--- config.mk ---
export PLATFORM = sky130hd
export DESIGN_NAME = kpi_keypad_pin_interrupt
export DESIGN_NICKNAME = d
export VERILOG_FILES = /design/src/verilog/kpi_pkg.sv /design/src/verilog/kpi_sync_if.sv /design/src/verilog/kpi_keypad_pin_interrupt.sv /design/src/verilog/kpi_sync.sv
export VERILOG_INCLUDE_DIRS = /design/src /design/src/verilog
export SDC_FILE = /design/constraint.sdc
export NUM_CORES = 1
export LEC_CHECK = 0
export BUFFER_PORTS_ARGS = -buffer_cell sky130_fd_sc_hd__buf_4
export CELL_PAD_IN_SITES_DETAIL_PLACEMENT = 1
export CELL_PAD_IN_SITES_GLOBAL_PLACEMENT = 2
export CORE_UTILIZATION = 30
export CTS_CLUSTER_DIAMETER = 40
export DETAILED_ROUTE_END_ITERATION = 12
export HOLD_SLACK_MARGIN = 0.02
export PLACE_DENSITY_LB_ADDON = 0.1
export SLEW_MARGIN = 30
export SYNTH_ARGS = -nofsm -noshare
export SYNTH_HDL_FRONTEND = slang
export SYNTH_SLANG_ARGS = --single-unit
--- constraint.sdc ---
create_clock -name pclk -period 2.12 [get_ports pclk]
set_input_delay 0.212 -clock pclk [delete_from_list [all_inputs] [get_ports pclk]]
set_output_delay 0.212 -clock pclk [all_outputs]
set_load 0.01 [all_outputs]
--- src/verilog/kpi_defines.svh ---
/*
 Register offsets, field positions, reset values and timing counts for the
 keypad pin interrupt unit. Assumes a byte-addressed APB with 32-bit data.
*/
`ifndef KPI_DEFINES_SVH
`define KPI_DEFINES_SVH

`define KPI_OFF_SC 8'h00
`define KPI_OFF_PE 8'h04
`define KPI_OFF_IST 8'h08
`define KPI_OFF_ICLR 8'h0C
`define KPI_OFF_IEN 8'h10

`define KPI_SC_POL_HI 7
`define KPI_SC_POL_LO 4
`define KPI_SC_FLAG_BIT 3
`define KPI_SC_ACK_BIT 2
`define KPI_SC_IE_BIT 1
`define KPI_SC_MODE_BIT 0

`define KPI_IST_EDGE_BIT 0
`define KPI_IST_WAKE_BIT 1

`define KPI_RST_POL 4'h0
`define KPI_RST_PE 8'h00
`define KPI_RST_IEN 2'h0
`define KPI_RST_SC_BIT 1'b0

`define KPI_SYNC_STAGES 2

`endif

--- src/verilog/kpi_pkg.sv ---
/*
 Types shared by the keypad pin interrupt unit.
 Assumes kpi_defines.svh supplies all numeric constants.
*/
package kpi_pkg;
   typedef logic [7:0] kpi_pins_t;
   typedef enum {
      KPI_REG_SC,
      KPI_REG_PE,
      KPI_REG_IST,
      KPI_REG_ICLR,
      KPI_REG_IEN,
      KPI_REG_NONE
   } kpi_reg_t;
endpackage : kpi_pkg

--- src/verilog/kpi_sync_if.sv ---
/*
 Carrier between the core and its pin synchroniser.
 Assumes both ends sit in the pclk domain.
*/
`timescale 1ns/1ps
interface kpi_sync_if;
   kpi_pkg::kpi_pins_t raw;
   kpi_pkg::kpi_pins_t synced;
   modport sync_side (input raw, output synced);
   modport core_side (output raw, input synced);
endinterface : kpi_sync_if

--- src/verilog/kpi_keypad_pin_interrupt.sv ---
/*
 Keypad pin interrupt unit: eight key inputs, polarity on the upper four and pin enables,
 edge-only or edge-and-level detection, shared event flag, APB slave and a
 sticky interrupt status block. Assumes an APB master on pclk and pins that
 are not yet synchronous; deep_sleep_state comes from the power controller.
*/
// Design decisions made here: the address map and the APB register port.
`timescale 1ns/1ps
`include "kpi_defines.svh"

module kpi_keypad_pin_interrupt (
   input wire logic pclk,
   input wire logic presetn,
   input wire logic psel,
   input wire logic penable,
   input wire logic pwrite,
   input wire logic [7:0] paddr,
   input wire logic [31:0] pwdata,
   output logic [31:0] prdata,
   output logic pready,
   output logic pslverr,
   input wire logic [7:0] key_pins,
   input wire logic deep_sleep_state,
   input wire logic [7:0] port_pull_en,
   output logic key_irq_req,
   output logic irq,
   output logic [7:0] pull_down_sel,
   output logic [7:0] force_input,
   output logic wake_req
);

   function automatic kpi_pkg::kpi_reg_t kpi_decode(input logic [7:0] a);
      case (a)
         `KPI_OFF_SC: kpi_decode = kpi_pkg::KPI_REG_SC;
         `KPI_OFF_PE: kpi_decode = kpi_pkg::KPI_REG_PE;
         `KPI_OFF_IST: kpi_decode = kpi_pkg::KPI_REG_IST;
         `KPI_OFF_ICLR: kpi_decode = kpi_pkg::KPI_REG_ICLR;
         `KPI_OFF_IEN: kpi_decode = kpi_pkg::KPI_REG_IEN;
         default: kpi_decode = kpi_pkg::KPI_REG_NONE;
      endcase
   endfunction : kpi_decode

   kpi_sync_if sif ();

   kpi_sync u_sync (
      .pclk(pclk),
      .presetn(presetn),
      .sif(sif)
   );

   assign sif.raw = key_pins;

   logic [3:0] pol_q;
   kpi_pkg::kpi_pins_t pe_q;
   logic mode_q;
   logic key_irq_enable_q;
   logic flag_q;
   logic flag_d;
   logic [1:0] ien_q;
   logic [1:0] ist_q;
   logic [1:0] ist_d;
   logic pready_q;
   logic pslverr_q;
   logic [31:0] prdata_q;
   logic key_irq_q;
   logic irq_q;
   logic [7:0] pull_down_q;
   logic [7:0] force_in_q;

   kpi_pkg::kpi_pins_t pol_eff;
   kpi_pkg::kpi_pins_t asrt;
   kpi_pkg::kpi_pins_t en_asrt;
   kpi_pkg::kpi_pins_t edge_vec;
   kpi_pkg::kpi_pins_t prev_deasrt_q;
   kpi_pkg::kpi_reg_t sel;
   logic any_edge;
   logic edge_set;
   logic level_hold;
   logic ack;
   logic access;
   logic wr_acc;
   logic rd_load;
   logic wake_level;

   // Lower nibble has no polarity storage at all
   assign pol_eff = {pol_q, 4'h0};
   assign asrt = ~(sif.synced ^ pol_eff);
   assign en_asrt = asrt & pe_q;

   genvar i;
   generate
      for (i = 0; i < 8; i = i + 1) begin : g_pin
         // Armed only by an enabled, deasserted sample one cycle earlier
         always_ff @(posedge pclk or negedge presetn) begin
            if (!presetn) begin
               prev_deasrt_q[i] <= 1'b0;
            end else begin
               prev_deasrt_q[i] <= pe_q[i] & ~asrt[i];
            end
         end
         assign edge_vec[i] = pe_q[i] & asrt[i] & prev_deasrt_q[i];
      end
   endgenerate

   assign any_edge = |edge_vec;

   // Clocks are gone in deep sleep, so synchronous edge detection is ignored
   always_comb begin
      if (deep_sleep_state) begin
         edge_set = 1'b0;
      end else if (mode_q) begin
         edge_set = any_edge && ((en_asrt & ~edge_vec) == 8'h00);
      end else begin
         edge_set = any_edge;
      end
   end

   assign level_hold = mode_q & (|en_asrt);

   assign access = psel & penable & pready_q;
   assign wr_acc = access & pwrite;
   assign rd_load = psel & penable & ~pready_q;
   assign sel = kpi_decode(paddr);
   assign ack = wr_acc && (sel == kpi_pkg::KPI_REG_SC) && pwdata[`KPI_SC_ACK_BIT];

   // Set and level hold both win over acknowledge
   assign flag_d = edge_set | level_hold | (flag_q & ~ack);

   always_ff @(posedge pclk or negedge presetn) begin
      if (!presetn) begin
         flag_q <= `KPI_RST_SC_BIT;
      end else begin
         flag_q <= flag_d;
      end
   end

   always_ff @(posedge pclk or negedge presetn) begin
      if (!presetn) begin
         pol_q <= `KPI_RST_POL;
         mode_q <= `KPI_RST_SC_BIT;
         key_irq_enable_q <= `KPI_RST_SC_BIT;
         pe_q <= `KPI_RST_PE;
         ien_q <= `KPI_RST_IEN;
      end else if (wr_acc) begin
         case (sel)
            kpi_pkg::KPI_REG_SC: begin
               pol_q <= pwdata[`KPI_SC_POL_HI:`KPI_SC_POL_LO];
               key_irq_enable_q <= pwdata[`KPI_SC_IE_BIT];
               mode_q <= pwdata[`KPI_SC_MODE_BIT];
            end
            kpi_pkg::KPI_REG_PE: begin
               pe_q <= pwdata[7:0];
            end
            kpi_pkg::KPI_REG_IEN: begin
               ien_q <= pwdata[1:0];
            end
            default: begin
            end
         endcase
      end
   end

   // Sticky events; a clear in the same cycle as a set loses
   assign wake_level = deep_sleep_state & (|en_asrt);
   always_comb begin
      ist_d = ist_q;
      if (wr_acc && (sel == kpi_pkg::KPI_REG_ICLR)) begin
         ist_d = ist_q & ~pwdata[1:0];
      end
      if (edge_set) begin
         ist_d[`KPI_IST_EDGE_BIT] = 1'b1;
      end
      if (wake_level) begin
         ist_d[`KPI_IST_WAKE_BIT] = 1'b1;
      end
   end

   always_ff @(posedge pclk or negedge presetn) begin
      if (!presetn) begin
         ist_q <= 2'h0;
      end else begin
         ist_q <= ist_d;
      end
   end

   // One wait state so that read data comes from a flip-flop
   always_ff @(posedge pclk or negedge presetn) begin
      if (!presetn) begin
         pready_q <= 1'b0;
         pslverr_q <= 1'b0;
         prdata_q <= 32'h0000_0000;
      end else begin
         pready_q <= rd_load;
         pslverr_q <= rd_load && (sel == kpi_pkg::KPI_REG_NONE);
         if (rd_load && !pwrite) begin
            case (sel)
               kpi_pkg::KPI_REG_SC: begin
                  // Acknowledge position always reads zero
                  prdata_q <= {24'h00_0000, pol_q, flag_q, 1'b0, key_irq_enable_q, mode_q};
               end
               kpi_pkg::KPI_REG_PE: begin
                  prdata_q <= {24'h00_0000, pe_q};
               end
               kpi_pkg::KPI_REG_IST: begin
                  prdata_q <= {30'h0000_0000, ist_q};
               end
               kpi_pkg::KPI_REG_IEN: begin
                  prdata_q <= {30'h0000_0000, ien_q};
               end
               default: begin
                  prdata_q <= 32'h0000_0000;
               end
            endcase
         end else if (!rd_load) begin
            prdata_q <= 32'h0000_0000;
         end
      end
   end

   always_ff @(posedge pclk or negedge presetn) begin
      if (!presetn) begin
         key_irq_q <= 1'b0;
         irq_q <= 1'b0;
      end else begin
         key_irq_q <= flag_q & key_irq_enable_q;
         irq_q <= |(ist_q & ien_q);
      end
   end

   always_ff @(posedge pclk or negedge presetn) begin
      if (!presetn) begin
         pull_down_q <= 8'h00;
         force_in_q <= 8'h00;
      end else begin
         pull_down_q <= pe_q & pol_eff & port_pull_en;
         force_in_q <= pe_q;
      end
   end

   // Must work with pclk stopped, so this path is combinational on raw pins
   assign wake_req = deep_sleep_state & (|(pe_q & ~(key_pins ^ pol_eff)));

   assign prdata = prdata_q;
   assign pready = pready_q;
   assign pslverr = pslverr_q;
   assign key_irq_req = key_irq_q;
   assign irq = irq_q;
   assign pull_down_sel = pull_down_q;
   assign force_input = force_in_q;

   logic [1:0] up_q;
   always_ff @(posedge pclk or negedge presetn) begin
      if (!presetn) begin
         up_q <= 2'h0;
      end else if (up_q != 2'h3) begin
         up_q <= up_q + 2'h1;
      end
   end

   chk_flag_edge_set:
   assert property (@(posedge pclk) disable iff (!presetn) edge_set |=> flag_q)
      else $error("flag not set after edge");

   chk_ack_clears_flag:
   assert property (@(posedge pclk) disable iff (!presetn)
      (flag_q && ack && !edge_set && !level_hold) |=> !flag_q)
      else $error("acknowledge did not clear flag");

   chk_level_holds_flag:
   assert property (@(posedge pclk) disable iff (!presetn)
      (mode_q && (|en_asrt)) |=> flag_q)
      else $error("flag dropped while enabled pin asserted");

   chk_irq_follows_flag:
   assert property (@(posedge pclk) disable iff (!presetn)
      ##1 (key_irq_req == ($past(flag_q) && $past(key_irq_enable_q))))
      else $error("interrupt request mismatch");

   chk_mode_edge_only:
   assert property (@(posedge pclk) disable iff (!presetn)
      (!mode_q && !deep_sleep_state && any_edge) |-> edge_set)
      else $error("edge lost in edge-only mode");

   chk_disabled_ignored:
   assert property (@(posedge pclk) disable iff (!presetn) (edge_vec & ~pe_q) == 8'h00)
      else $error("disabled pin produced edge");

   chk_falling_edge_seen:
   assert property (@(posedge pclk) disable iff (!presetn)
      (pe_q[0] && $past(pe_q[0]) && $past(sif.synced[0]) && !sif.synced[0]) |-> edge_vec[0])
      else $error("falling edge missed");

   chk_rising_edge_seen:
   assert property (@(posedge pclk) disable iff (!presetn)
      (pe_q[7] && $past(pe_q[7]) && pol_q[3] && $past(pol_q[3])
       && !$past(sif.synced[7]) && sif.synced[7]) |-> edge_vec[7])
      else $error("rising edge missed");

   chk_low_pins_fixed:
   assert property (@(posedge pclk) disable iff (!presetn)
      (up_q == 2'h3 && pe_q[3] && $past(pe_q[3]) && !$past(sif.synced[3])) |-> !edge_vec[3])
      else $error("low pin edge without deasserted sample");

   chk_armed_first:
   assert property (@(posedge pclk) disable iff (!presetn)
      edge_vec[5] |-> ($past(pe_q[5]) && !$past(asrt[5])))
      else $error("edge without prior deasserted level");

   chk_level_mode_edge:
   assert property (@(posedge pclk) disable iff (!presetn)
      (mode_q && edge_set) |-> ((en_asrt & ~edge_vec) == 8'h00))
      else $error("level mode edge with other pin asserted");

   chk_sleep_bypass:
   assert property (@(posedge pclk) disable iff (!presetn)
      deep_sleep_state |-> (!edge_set && (wake_req ==
         ((|(pe_q[3:0] & ~key_pins[3:0])) || (|(pe_q[7:4] & ~(key_pins[7:4] ^ pol_q)))))))
      else $error("deep sleep path wrong");

   chk_pull_down_sel:
   assert property (@(posedge pclk) disable iff (!presetn)
      ##1 (pull_down_sel == ($past(pe_q) & {$past(pol_q), 4'h0} & $past(port_pull_en))))
      else $error("pulldown select wrong");

   chk_force_input:
   assert property (@(posedge pclk) disable iff (!presetn) ##1 (force_input == $past(pe_q)))
      else $error("input direction not forced");

   chk_sync_two_stage:
   assert property (@(posedge pclk) disable iff (!presetn)
      (up_q == 2'h3) |-> (sif.synced == $past(key_pins, 2)))
      else $error("synchroniser latency wrong");

endmodule : kpi_keypad_pin_interrupt

--- src/verilog/kpi_sync.sv ---
/*
 Two-stage synchroniser for the eight key inputs.
 Assumes raw pins may change at any time relative to pclk.
*/
`timescale 1ns/1ps
module kpi_sync (
   input wire logic pclk,
   input wire logic presetn,
   kpi_sync_if.sync_side sif
);
   kpi_pkg::kpi_pins_t meta_q;
   kpi_pkg::kpi_pins_t stab_q;

   genvar i;
   generate
      for (i = 0; i < 8; i = i + 1) begin : g_bit
         always_ff @(posedge pclk or negedge presetn) begin
            if (!presetn) begin
               meta_q[i] <= 1'b0;
               stab_q[i] <= 1'b0;
            end else begin
               // First stage feeds only the second
               meta_q[i] <= sif.raw[i];
               stab_q[i] <= meta_q[i];
            end
         end
      end
   endgenerate

   assign sif.synced = stab_q;
endmodule : kpi_sync

==> out/results.tsv, run 1 <==
metric	value	unit
p_switching	0.5856	mW
final-seq-area	0.001677	mm²
wire_per_inst	14.57	µm
cts_tree	yes	
diodes	0	
cp-start-kind	input pin	
hold_viol_final	0	
synth_seq_cells	67	
yosysSeqAreaShare	58.26	%
ys.flop_type	dfrtp_1	
synthDistinctLibCells	41	
grt_pass1_vias	2089	
fin_tns_setup	0	ns
ys_warn_count	0	
worstRegToRegCells	4	
final_core_util	39.57	%
crit_required	1.91	ns
initial_core_util	31.00	%
gr-usage-all-layers	14.59	%
gp_congestion	0.7241	
grt_pass1_wl	10850	µm
internal-power	1.801	mW
syn_area_per_cell	12.09	µm²
antenna_found_initial	0	
p_total	2.387	mW
rows	35	
share_comb_of_total_power	7.8	%
vdd_drop_max	0.3012	mV
slew_headroom	67.09	%
outcome	complete, no violations	
power_density	649.7	mW/mm²
worst_slack	0.2774	ns
yosys.area.top_type	dfrtp_1	
cts-resized-gates	0	
vias_per_cell	4.386	
path_max_fanout	2	
grt_max_degree	68	
async_flop_share	100.0	%
cp-end-kind	output pin	
period_share	86.91	%
finalNonFillerCells	453	
routed_wl	6599	µm
fin_skew	0.01005	ns
cts_buffers	9	
num_vias	1987	
die-area	0.009988	mm²
yosysTopAreaCellShare	58.26	%
dp.cells	428	
worstMarginPinSlew	0.4812	ns
criticalPathCategory	input pin to output pin	
max_cap_violations	0	
hold_class	input pin to flop	
drt-initial-drc-count	39	
io_buffer_count	58	
min_delay_path_depth	2	
clock-sinks	67	
io_pins	115	
period_needed	1.843	ns
syn2layout_area_growth	27.65	%
multi_input_area	0.001035	mm²
synthTopCellsByArea	dfrtp_1, buf_4, mux2_2	
core_region_area	0.009284	mm²
seqPwrFrac	54.8	%
synth_edf_count	0	
synth_cells	238	
hpwl	4746	µm
cts_root_buffer	clkbuf_8	
dieHeight	99.94	µm
p_sw_share	24.53	%
grt_overflow	0	
rsz0062_at_grt	no	
clock_power_share	37.3	%
finalSetupViolations	0	
die_w	99.94	µm
leakage	1.799	nW
fillers	1064	
drv_slew	0	
htreeDepth	3	
cts_buffer_depth	2	
clkLatencyLatePin	0.33	ns
drive_gt1_share	29.63	%
drtPass1Iterations	4	
syn-cell-area	0.002878	mm²
crit_arrival	1.63	ns
antenna_left	0	
clkSlewWorstSetupHoldPaths	0.08	ns
fmax	542.7	MHz
place_worst_setup_slack	-0.009896	ns
final_nets	381	
drc	0	
## worst max-delay path, cell delays in order
cell and delay [ns]:
dlygate4sd3_1 0.53, buf_4 0.14, xnor2_1 0.12, a222oi_1 0.35, a21oi_1 0.12, buf_4 0.16
## area by class of cell
type	instances	share of cell area, %
Sequential cell	67	45.64
Multi-Input combinational cell	155	28.17
Timing Repair Buffer	75	16.28
Tap cell	129	4.394
Clock buffer	11	3.576
Inverter	11	1.124
Clock inverter	5	0.8174
## logic make-up after synthesis
family,Yosys count,synth area share [%]
AO/OA/AOI/OAI,35,8.392
XOR/XNOR,8,2.435
buffers and inverters,43,9.304
flip-flops,67,58.26
multiplexers,23,8.652
other,1,0.1303
AND/OR/NAND/NOR,61,12.83
## cell usage in the layout, fill, tap and decap left out, drive strengths merged, types with 9 or more instances in the layout
master	count
dfrtp	67
buf	66
conb	28
mux2	15
o21ai	13
nand2	12
inv	11
clkbuf	11
nor2b	10
dlygate4sd3	9
## path summary, 6_finish.rpt
kind | from | endpoint | slack (ns)
min reg2reg | u_sync.meta_q[3] | u_sync.sif.synced[3] | 0.35
max reg2reg | pready | ien_q[0] | 0.32
max | key_pins[4] | wake_req | 0.28
min in group asynchronous | presetn | pready | 0.41
min | pwdata[5] | pe_q[5] | 0.11
max in group asynchronous | presetn | pull_down_sel[7] | 1.38
## what timing repair did
action                                 in CTS  in global routing
hold buffers                                9                  0
endpoints found under the hold margin      75                  0
buffers inserted                            0                  0
## registers in the layout, indices dropped and copies added (netlist names), 2 cells and up
name and flops:
u_sync.meta_q 8, ien_q 2, pol_q 4, ist_q 2, pull_down_sel 4, force_input 8
u_sync.sif.synced 8, prdata 8, pe_q 8, prev_deasrt_q 8
## Yosys cell counts (2+ instances only)
library cell and n:
a222oi_1 2, o22ai_1 2, nor2_1 5, a21oi_1 4, and2_1 6, buf_4 28, o21ai_0 13, nand3_1 4
mux2_2 13, nor3b_1 4, xnor2_1 8, and3b_1 4, clkbuf_1 2, mux2_1 2, dfrtp_1 67, inv_1 11
nand2_1 12, a32oi_1 2, nor2b_1 10, and3_1 5, a2bb2oi_1 2, a2111oi_0 2, nand3b_1 3, mux2i_1 8
a22o_1 3
## metal layers
layer,vias up,global-route usage (%),part of all wire [%]
li1,939,-,-
met1,983,19.38,46
met5,-,0,0
met3,6,3.482,4.6
met2,59,22.39,48
met4,0,7.127,1.0
## power groups by stage
stage	Clock [mW]	Combinational [mW]	Sequential (mW)
2_1_floorplan	0	0.108	1.33
3_3_place_gp	0	0.176	1.33
6_report	0.891	0.187	1.31
5_1_grt	0.996	0.210	1.31
4_1_cts	0.934	0.191	1.31
3_5_place_dp	0	0.177	1.33
## metrics by stage
step,hold slack [ns],instance area [µm²]
3_3_place_gp,0.2479,3422
6_report,0.1138,3674
2_1_floorplan,-0.08359,2979
5_1_grt,0.08681,3674
3_5_place_dp,0.2501,3422
4_1_cts,0.09101,3674
No activity file was read; power rests on OpenSTA's default activity.
==> run 2: changes to the inputs <==
- RECOVER_POWER: not set -> 25
==> out/results.tsv, run 2 (synthesized netlist as in run 1, its figures left out) <==
metric	value	unit	change
cp-start-kind	input pin		
cp-end-kind	output pin		
final_common_cell	dfrtp_1		
drt-initial-drc-count	43		+10%
io_pins	115		unchanged
period_share	86.44	%	-0.47 points
gr-usage-all-layers	14.59	%	unchanged
cts_root_buffer	clkbuf_8		
die-area	0.009988	mm²	unchanged
worstMarginPinSlew	0.9148	ns	+0.4337 ns
multi_input_area	0.001035	mm²	unchanged
finalNonFillerCells	453		unchanged
cp_slowest_cell	dlygate4sd3_1		
cts_buffers	9		unchanged
htreeDepth	3		unchanged
criticalPathCategory	input pin to output pin		
drtPass1Iterations	5		+1
diodes	0		unchanged
crit_required	1.91	ns	about the same
initial_core_util	31.00	%	unchanged
grt_overflow	0		unchanged
num_vias	1988		+0.050%
clock-sinks	67		unchanged
wire_per_inst	14.52	µm	-0.32%
drc	0		unchanged
rows	35		unchanged
drive_gt1_share	28.09	%	-1.5 points
crit_chain	dlygate4sd3_1 -> clkbuf_1 -> xnor2_1 -> a222oi_1 -> a21oi_1 -> buf_4		
clkSlewWorstSetupHoldPaths	0.08	ns	about the same
final_cell_mix	dfrtp_1, buf_4, conb_1, o21ai_0, mux2_2		
hold_viol_final	0		unchanged
final_nets	381		unchanged
die_w	99.94	µm	unchanged
p_total	2.379	mW	-0.34%
rsz0062_at_grt	no		
drv_slew	0		unchanged
ctsHoldBuffers	9		unchanged
antenna_left	0		unchanged
grt_pass1_wl	10850	µm	unchanged
power_density	653.1	mW/mm²	+0.51%
crit_arrival	1.62	ns	about the same
max_cap_violations	0		unchanged
grt_pass1_vias	2089		unchanged
vdd_drop_max	0.3004	mV	-0.27%
hold_class	input pin to flop		
cts_buffer_depth	2		unchanged
leakage	1.773	nW	-1.4%
fin_skew	0.01006	ns	+0.00001170 ns
cts_tree	yes		
critPathMaxStageDelay	0.53	ns	about the same
cts-resized-gates	0		unchanged
clkLatencyLatePin	0.33	ns	about the same
dieHeight	99.94	µm	unchanged
period_needed	1.833	ns	-0.01003 ns
finalSetupViolations	0		unchanged
outcome	complete, no violations		
dp.cells	428		unchanged
path_max_fanout	2		unchanged
io_buffer_count	58		unchanged
routed_wl	6578	µm	-0.32%
core_region_area	0.009284	mm²	unchanged
crit_family	buffers and inverters		
grt_max_degree	68		unchanged
fmax	545.7	MHz	+0.55%
post-cts-setup-buffer-count	0		unchanged
gp_congestion	0.7241		unchanged
slew_headroom	39.01	%	-28 points
critPathBufInv	3		unchanged
antenna_found_initial	0		unchanged
fin_tns_setup	0	ns	unchanged
vias_per_cell	4.389		about the same
hpwl	4746	µm	unchanged
final-seq-area	0.001677	mm²	unchanged
fillers	1071		+0.66%
syn2layout_area_growth	26.57	%	
[run 2: changes by cell type in the layout (fill, tap and decap cells not counted), sizes merged]
cell,before,now
buf,66,55
clkbuf,11,22
[run 2: power breakdown]
| part | switching [mW] | leakage, nW | internal (mW) |
|---|---|---|---|
| combinational | 0.102 | 0.825 | 0.0776 |
| clock | 0.472 | 0.0791 | 0.419 |
| sequential | 0.0106 | 0.869 | 1.30 |
[run 2: metrics by stage]
stage          instance area (µm²)  util (%)  setup slack, ns  hold slack, ns
3_5_place_dp                  3422     36.86        -0.009896          0.2501
4_1_cts                       3674     39.57           0.2534         0.09101
5_1_grt                       3642     39.23           0.1500         0.08681
3_3_place_gp                  3422     36.86         0.006795          0.2479
2_1_floorplan                 2979         -           0.1616        -0.08359
6_report                      3642     39.23           0.2875          0.1133
[run 2: final cells by class]
type	instances	area share, %
flip-flops and latches	67	46.03
well taps	129	4.431
clock buffers	11	3.607
clock inverters	5	0.8245
multi-input cells	155	28.41
repair buffers	75	15.56
inverters	11	1.134
[run 2: worst register-to-register path, cell delays in order, from the launching register on]
cell,delay (ns)
dfrtp_1,0.36
and4_1,0.19
or3b_4,0.41
or3b_1,0.41
mux2_1,0.32
[run 2: final timing paths]
kind | end | slack [ns] | cells after the start | start
min in group asynchronous | pready | 0.68 | 3 | presetn
min reg2reg | u_sync.sif.synced[3] | 0.35 | 0 | u_sync.meta_q[3]
max reg2reg | ien_q[0] | 0.32 | 4 | pready
min | pe_q[5] | 0.11 | 2 | pwdata[5]
max in group asynchronous | ien_q[1] | 0.83 | 3 | presetn
max | wake_req | 0.29 | 6 | key_pins[4]
[run 2: metal layers]
metal | GRT usage [%] | vias to the layer above | wire, µm
li1 | - | 937 | -
met1 | 19.38 | 988 | 3013
met2 | 22.39 | 56 | 3179
met3 | 3.482 | 7 | 301
met4 | 7.127 | 0 | 83
met5 | 0 | - | 0
==> run 3: changes to the inputs <==
--- a/config.mk
+++ b/config.mk
@@ -12,3 +12,3 @@
 export CORE_UTILIZATION = 30
-export CTS_CLUSTER_DIAMETER = 40
+export CTS_CLUSTER_DIAMETER = 30
 export DETAILED_ROUTE_END_ITERATION = 12
==> constraint.sdc (replaced) <==
create_clock -name pclk -period 2.12 [get_ports pclk]
set_input_delay 0.424 -clock pclk [delete_from_list [all_inputs] [get_ports pclk]]
set_output_delay 0.424 -clock pclk [all_outputs]
set_load 0.01 [all_outputs]
==> out/results.tsv, run 3 (synthesized netlist as in run 1, its figures left out) <==
metric	value	unit	change
outcome	complete, no violations		
grt_overflow	0		unchanged
gp_congestion	0.7318		+1.1%
place_worst_setup_slack	-0.2063	ns	-0.1964 ns
drv_slew	0		unchanged
leakage	1.775	nW	about the same
antenna_left	0		unchanged
drive_gt1_share	29.84	%	+1.8 points
crit_required	1.70	ns	-0.21 ns
final_nets	372		-2.4%
fin_skew	0.01215	ns	+0.002095 ns
criticalPathCategory	flop to output pin		
period_needed	2.004	ns	+0.1715 ns
clkLatencyLatePin	0.34	ns	about the same
vias_per_cell	4.376		-0.28%
cts_root_buffer	clkbuf_8		
gr-usage-all-layers	14.23	%	-0.36 points
htreeDepth	3		unchanged
diodes	0		unchanged
place_area	0.003430	mm²	+0.22%
worstMarginPinSlew	0.8176	ns	-0.09728 ns
routed_wl	6599	µm	+0.32%
rsz0062_at_grt	no		
hpwl	4810	µm	+1.3%
path_max_fanout	5		+3
drc	0		unchanged
cts_buffer_depth	2		unchanged
io_pins	115		unchanged
cts_buffers	9		unchanged
final_core_util	39.29	%	+0.054 points
grt_pass1_wl	10420	µm	-3.9%
slew_headroom	45.50	%	+6.5 points
grt_pass1_vias	2029		-2.9%
cp-start-kind	flop		
fin_tns_setup	0	ns	unchanged
cts-resized-gates	0		unchanged
clock-sinks	67		unchanged
final_cell_mix	dfrtp_1, buf_4, conb_1, o21ai_0, mux2_2		
rows	35		unchanged
period_share	94.53	%	+8.1 points
wire_per_inst	14.86	µm	+2.4%
drtPass1Iterations	6		+1
fmax	499.0	MHz	-8.6%
drt-initial-drc-count	42		-2.3%
clkSlewWorstSetupHoldPaths	0.09	ns	about the same
power_density	732.6	mW/mm²	+12%
vdd_drop_max	0.3047	mV	+1.4%
hold_class	input pin to flop		
cp-end-kind	output pin		
die_w	99.94	µm	unchanged
cts_tree	yes		
max_cap_violations	0		unchanged
p_total	2.672	mW	+12%
die-area	0.009988	mm²	unchanged
worst_slack	0.1160	ns	-0.1715 ns
dieHeight	99.94	µm	unchanged
hold_viol_final	0		unchanged
final_common_cell	dfrtp_1		
syn2layout_area_growth	26.74	%	
design_area	0.003647	mm²	+0.14%
core_region_area	0.009284	mm²	unchanged
finalSetupViolations	0		unchanged
num_vias	1943		-2.3%
crit_arrival	1.58	ns	-0.04 ns
antenna_found_initial	0		unchanged
grt_max_degree	38		-44%
post-cts-setup-buffer-count	0		unchanged
io_buffer_count	58		unchanged
initial_core_util	31.00	%	unchanged
-- run 3: changes by cell type in the layout (fill, tap and decap cells not counted), sizes merged --
cell	delta
clkbuf	-4
clkinvlp	-1
buf	+1
bufinv	+2
dlygate4sd3	-8
inv	+1
-- run 3: timing repair --
item,CTS,global route
hold endpoints to repair,30,0
hold buffers,1,0
setup endpoints to repair,0,0
-- run 3: metrics by stage --
step           hold WS (ns)  std cells
4_1_cts              0.1701        444
2_1_floorplan        0.1284        265
6_report             0.2138        444
3_5_place_dp         0.3364        427
3_3_place_gp         0.3315        427
5_1_grt              0.1888        444
-- run 3: final timing paths --
kind                       cells after the start                   end  slack, ns              from
max                                            4              wake_req       0.12          pol_q[0]
min                                            1      u_sync.meta_q[1]       0.21       key_pins[1]
max reg2reg                                    5               pe_q[7]       0.32            pready
min reg2reg                                    0  u_sync.sif.synced[0]       0.35  u_sync.meta_q[0]
max in group asynchronous                      3        force_input[6]       0.73           presetn
min in group asynchronous                      2        force_input[2]       0.70           presetn
-- run 3: power breakdown --
part / leakage, nW / switching, mW / total (mW) / internal [mW]
clock network: 0.111 / 0.520 / 1.19 / 0.672
logic: 0.794 / 0.102 / 0.172 / 0.0703
registers: 0.869 / 0.0103 / 1.31 / 1.30
-- run 3: area by class of cell --
cell class | instances | area, µm²
tap | 129 | 161.4
sequential | 67 | 1677
multi-input combinational | 155 | 1037
inverter | 11 | 41.29
timing repair buffer | 66 | 505.5
clock buffer | 9 | 123.9
fill | 1063 | 5637
clock inverter | 7 | 101.3
-- run 3: critical path, cell delays in order (launching register included) --
cell      delay [ns]
dfrtp_1         0.44
xnor2_1         0.15
a222oi_1        0.38
a21oi_1         0.11
buf_4           0.16
-- run 3: metal layers --
metal	vias to the layer above	global-route usage, %	wire length, µm	part of all wire (%)
met5	-	0	0	0
li1	916	-	-	-
met2	56	22.02	3070	47
met3	6	3.343	321	4.9
met4	0	6.787	95	1.4
met1	965	18.86	3111	47
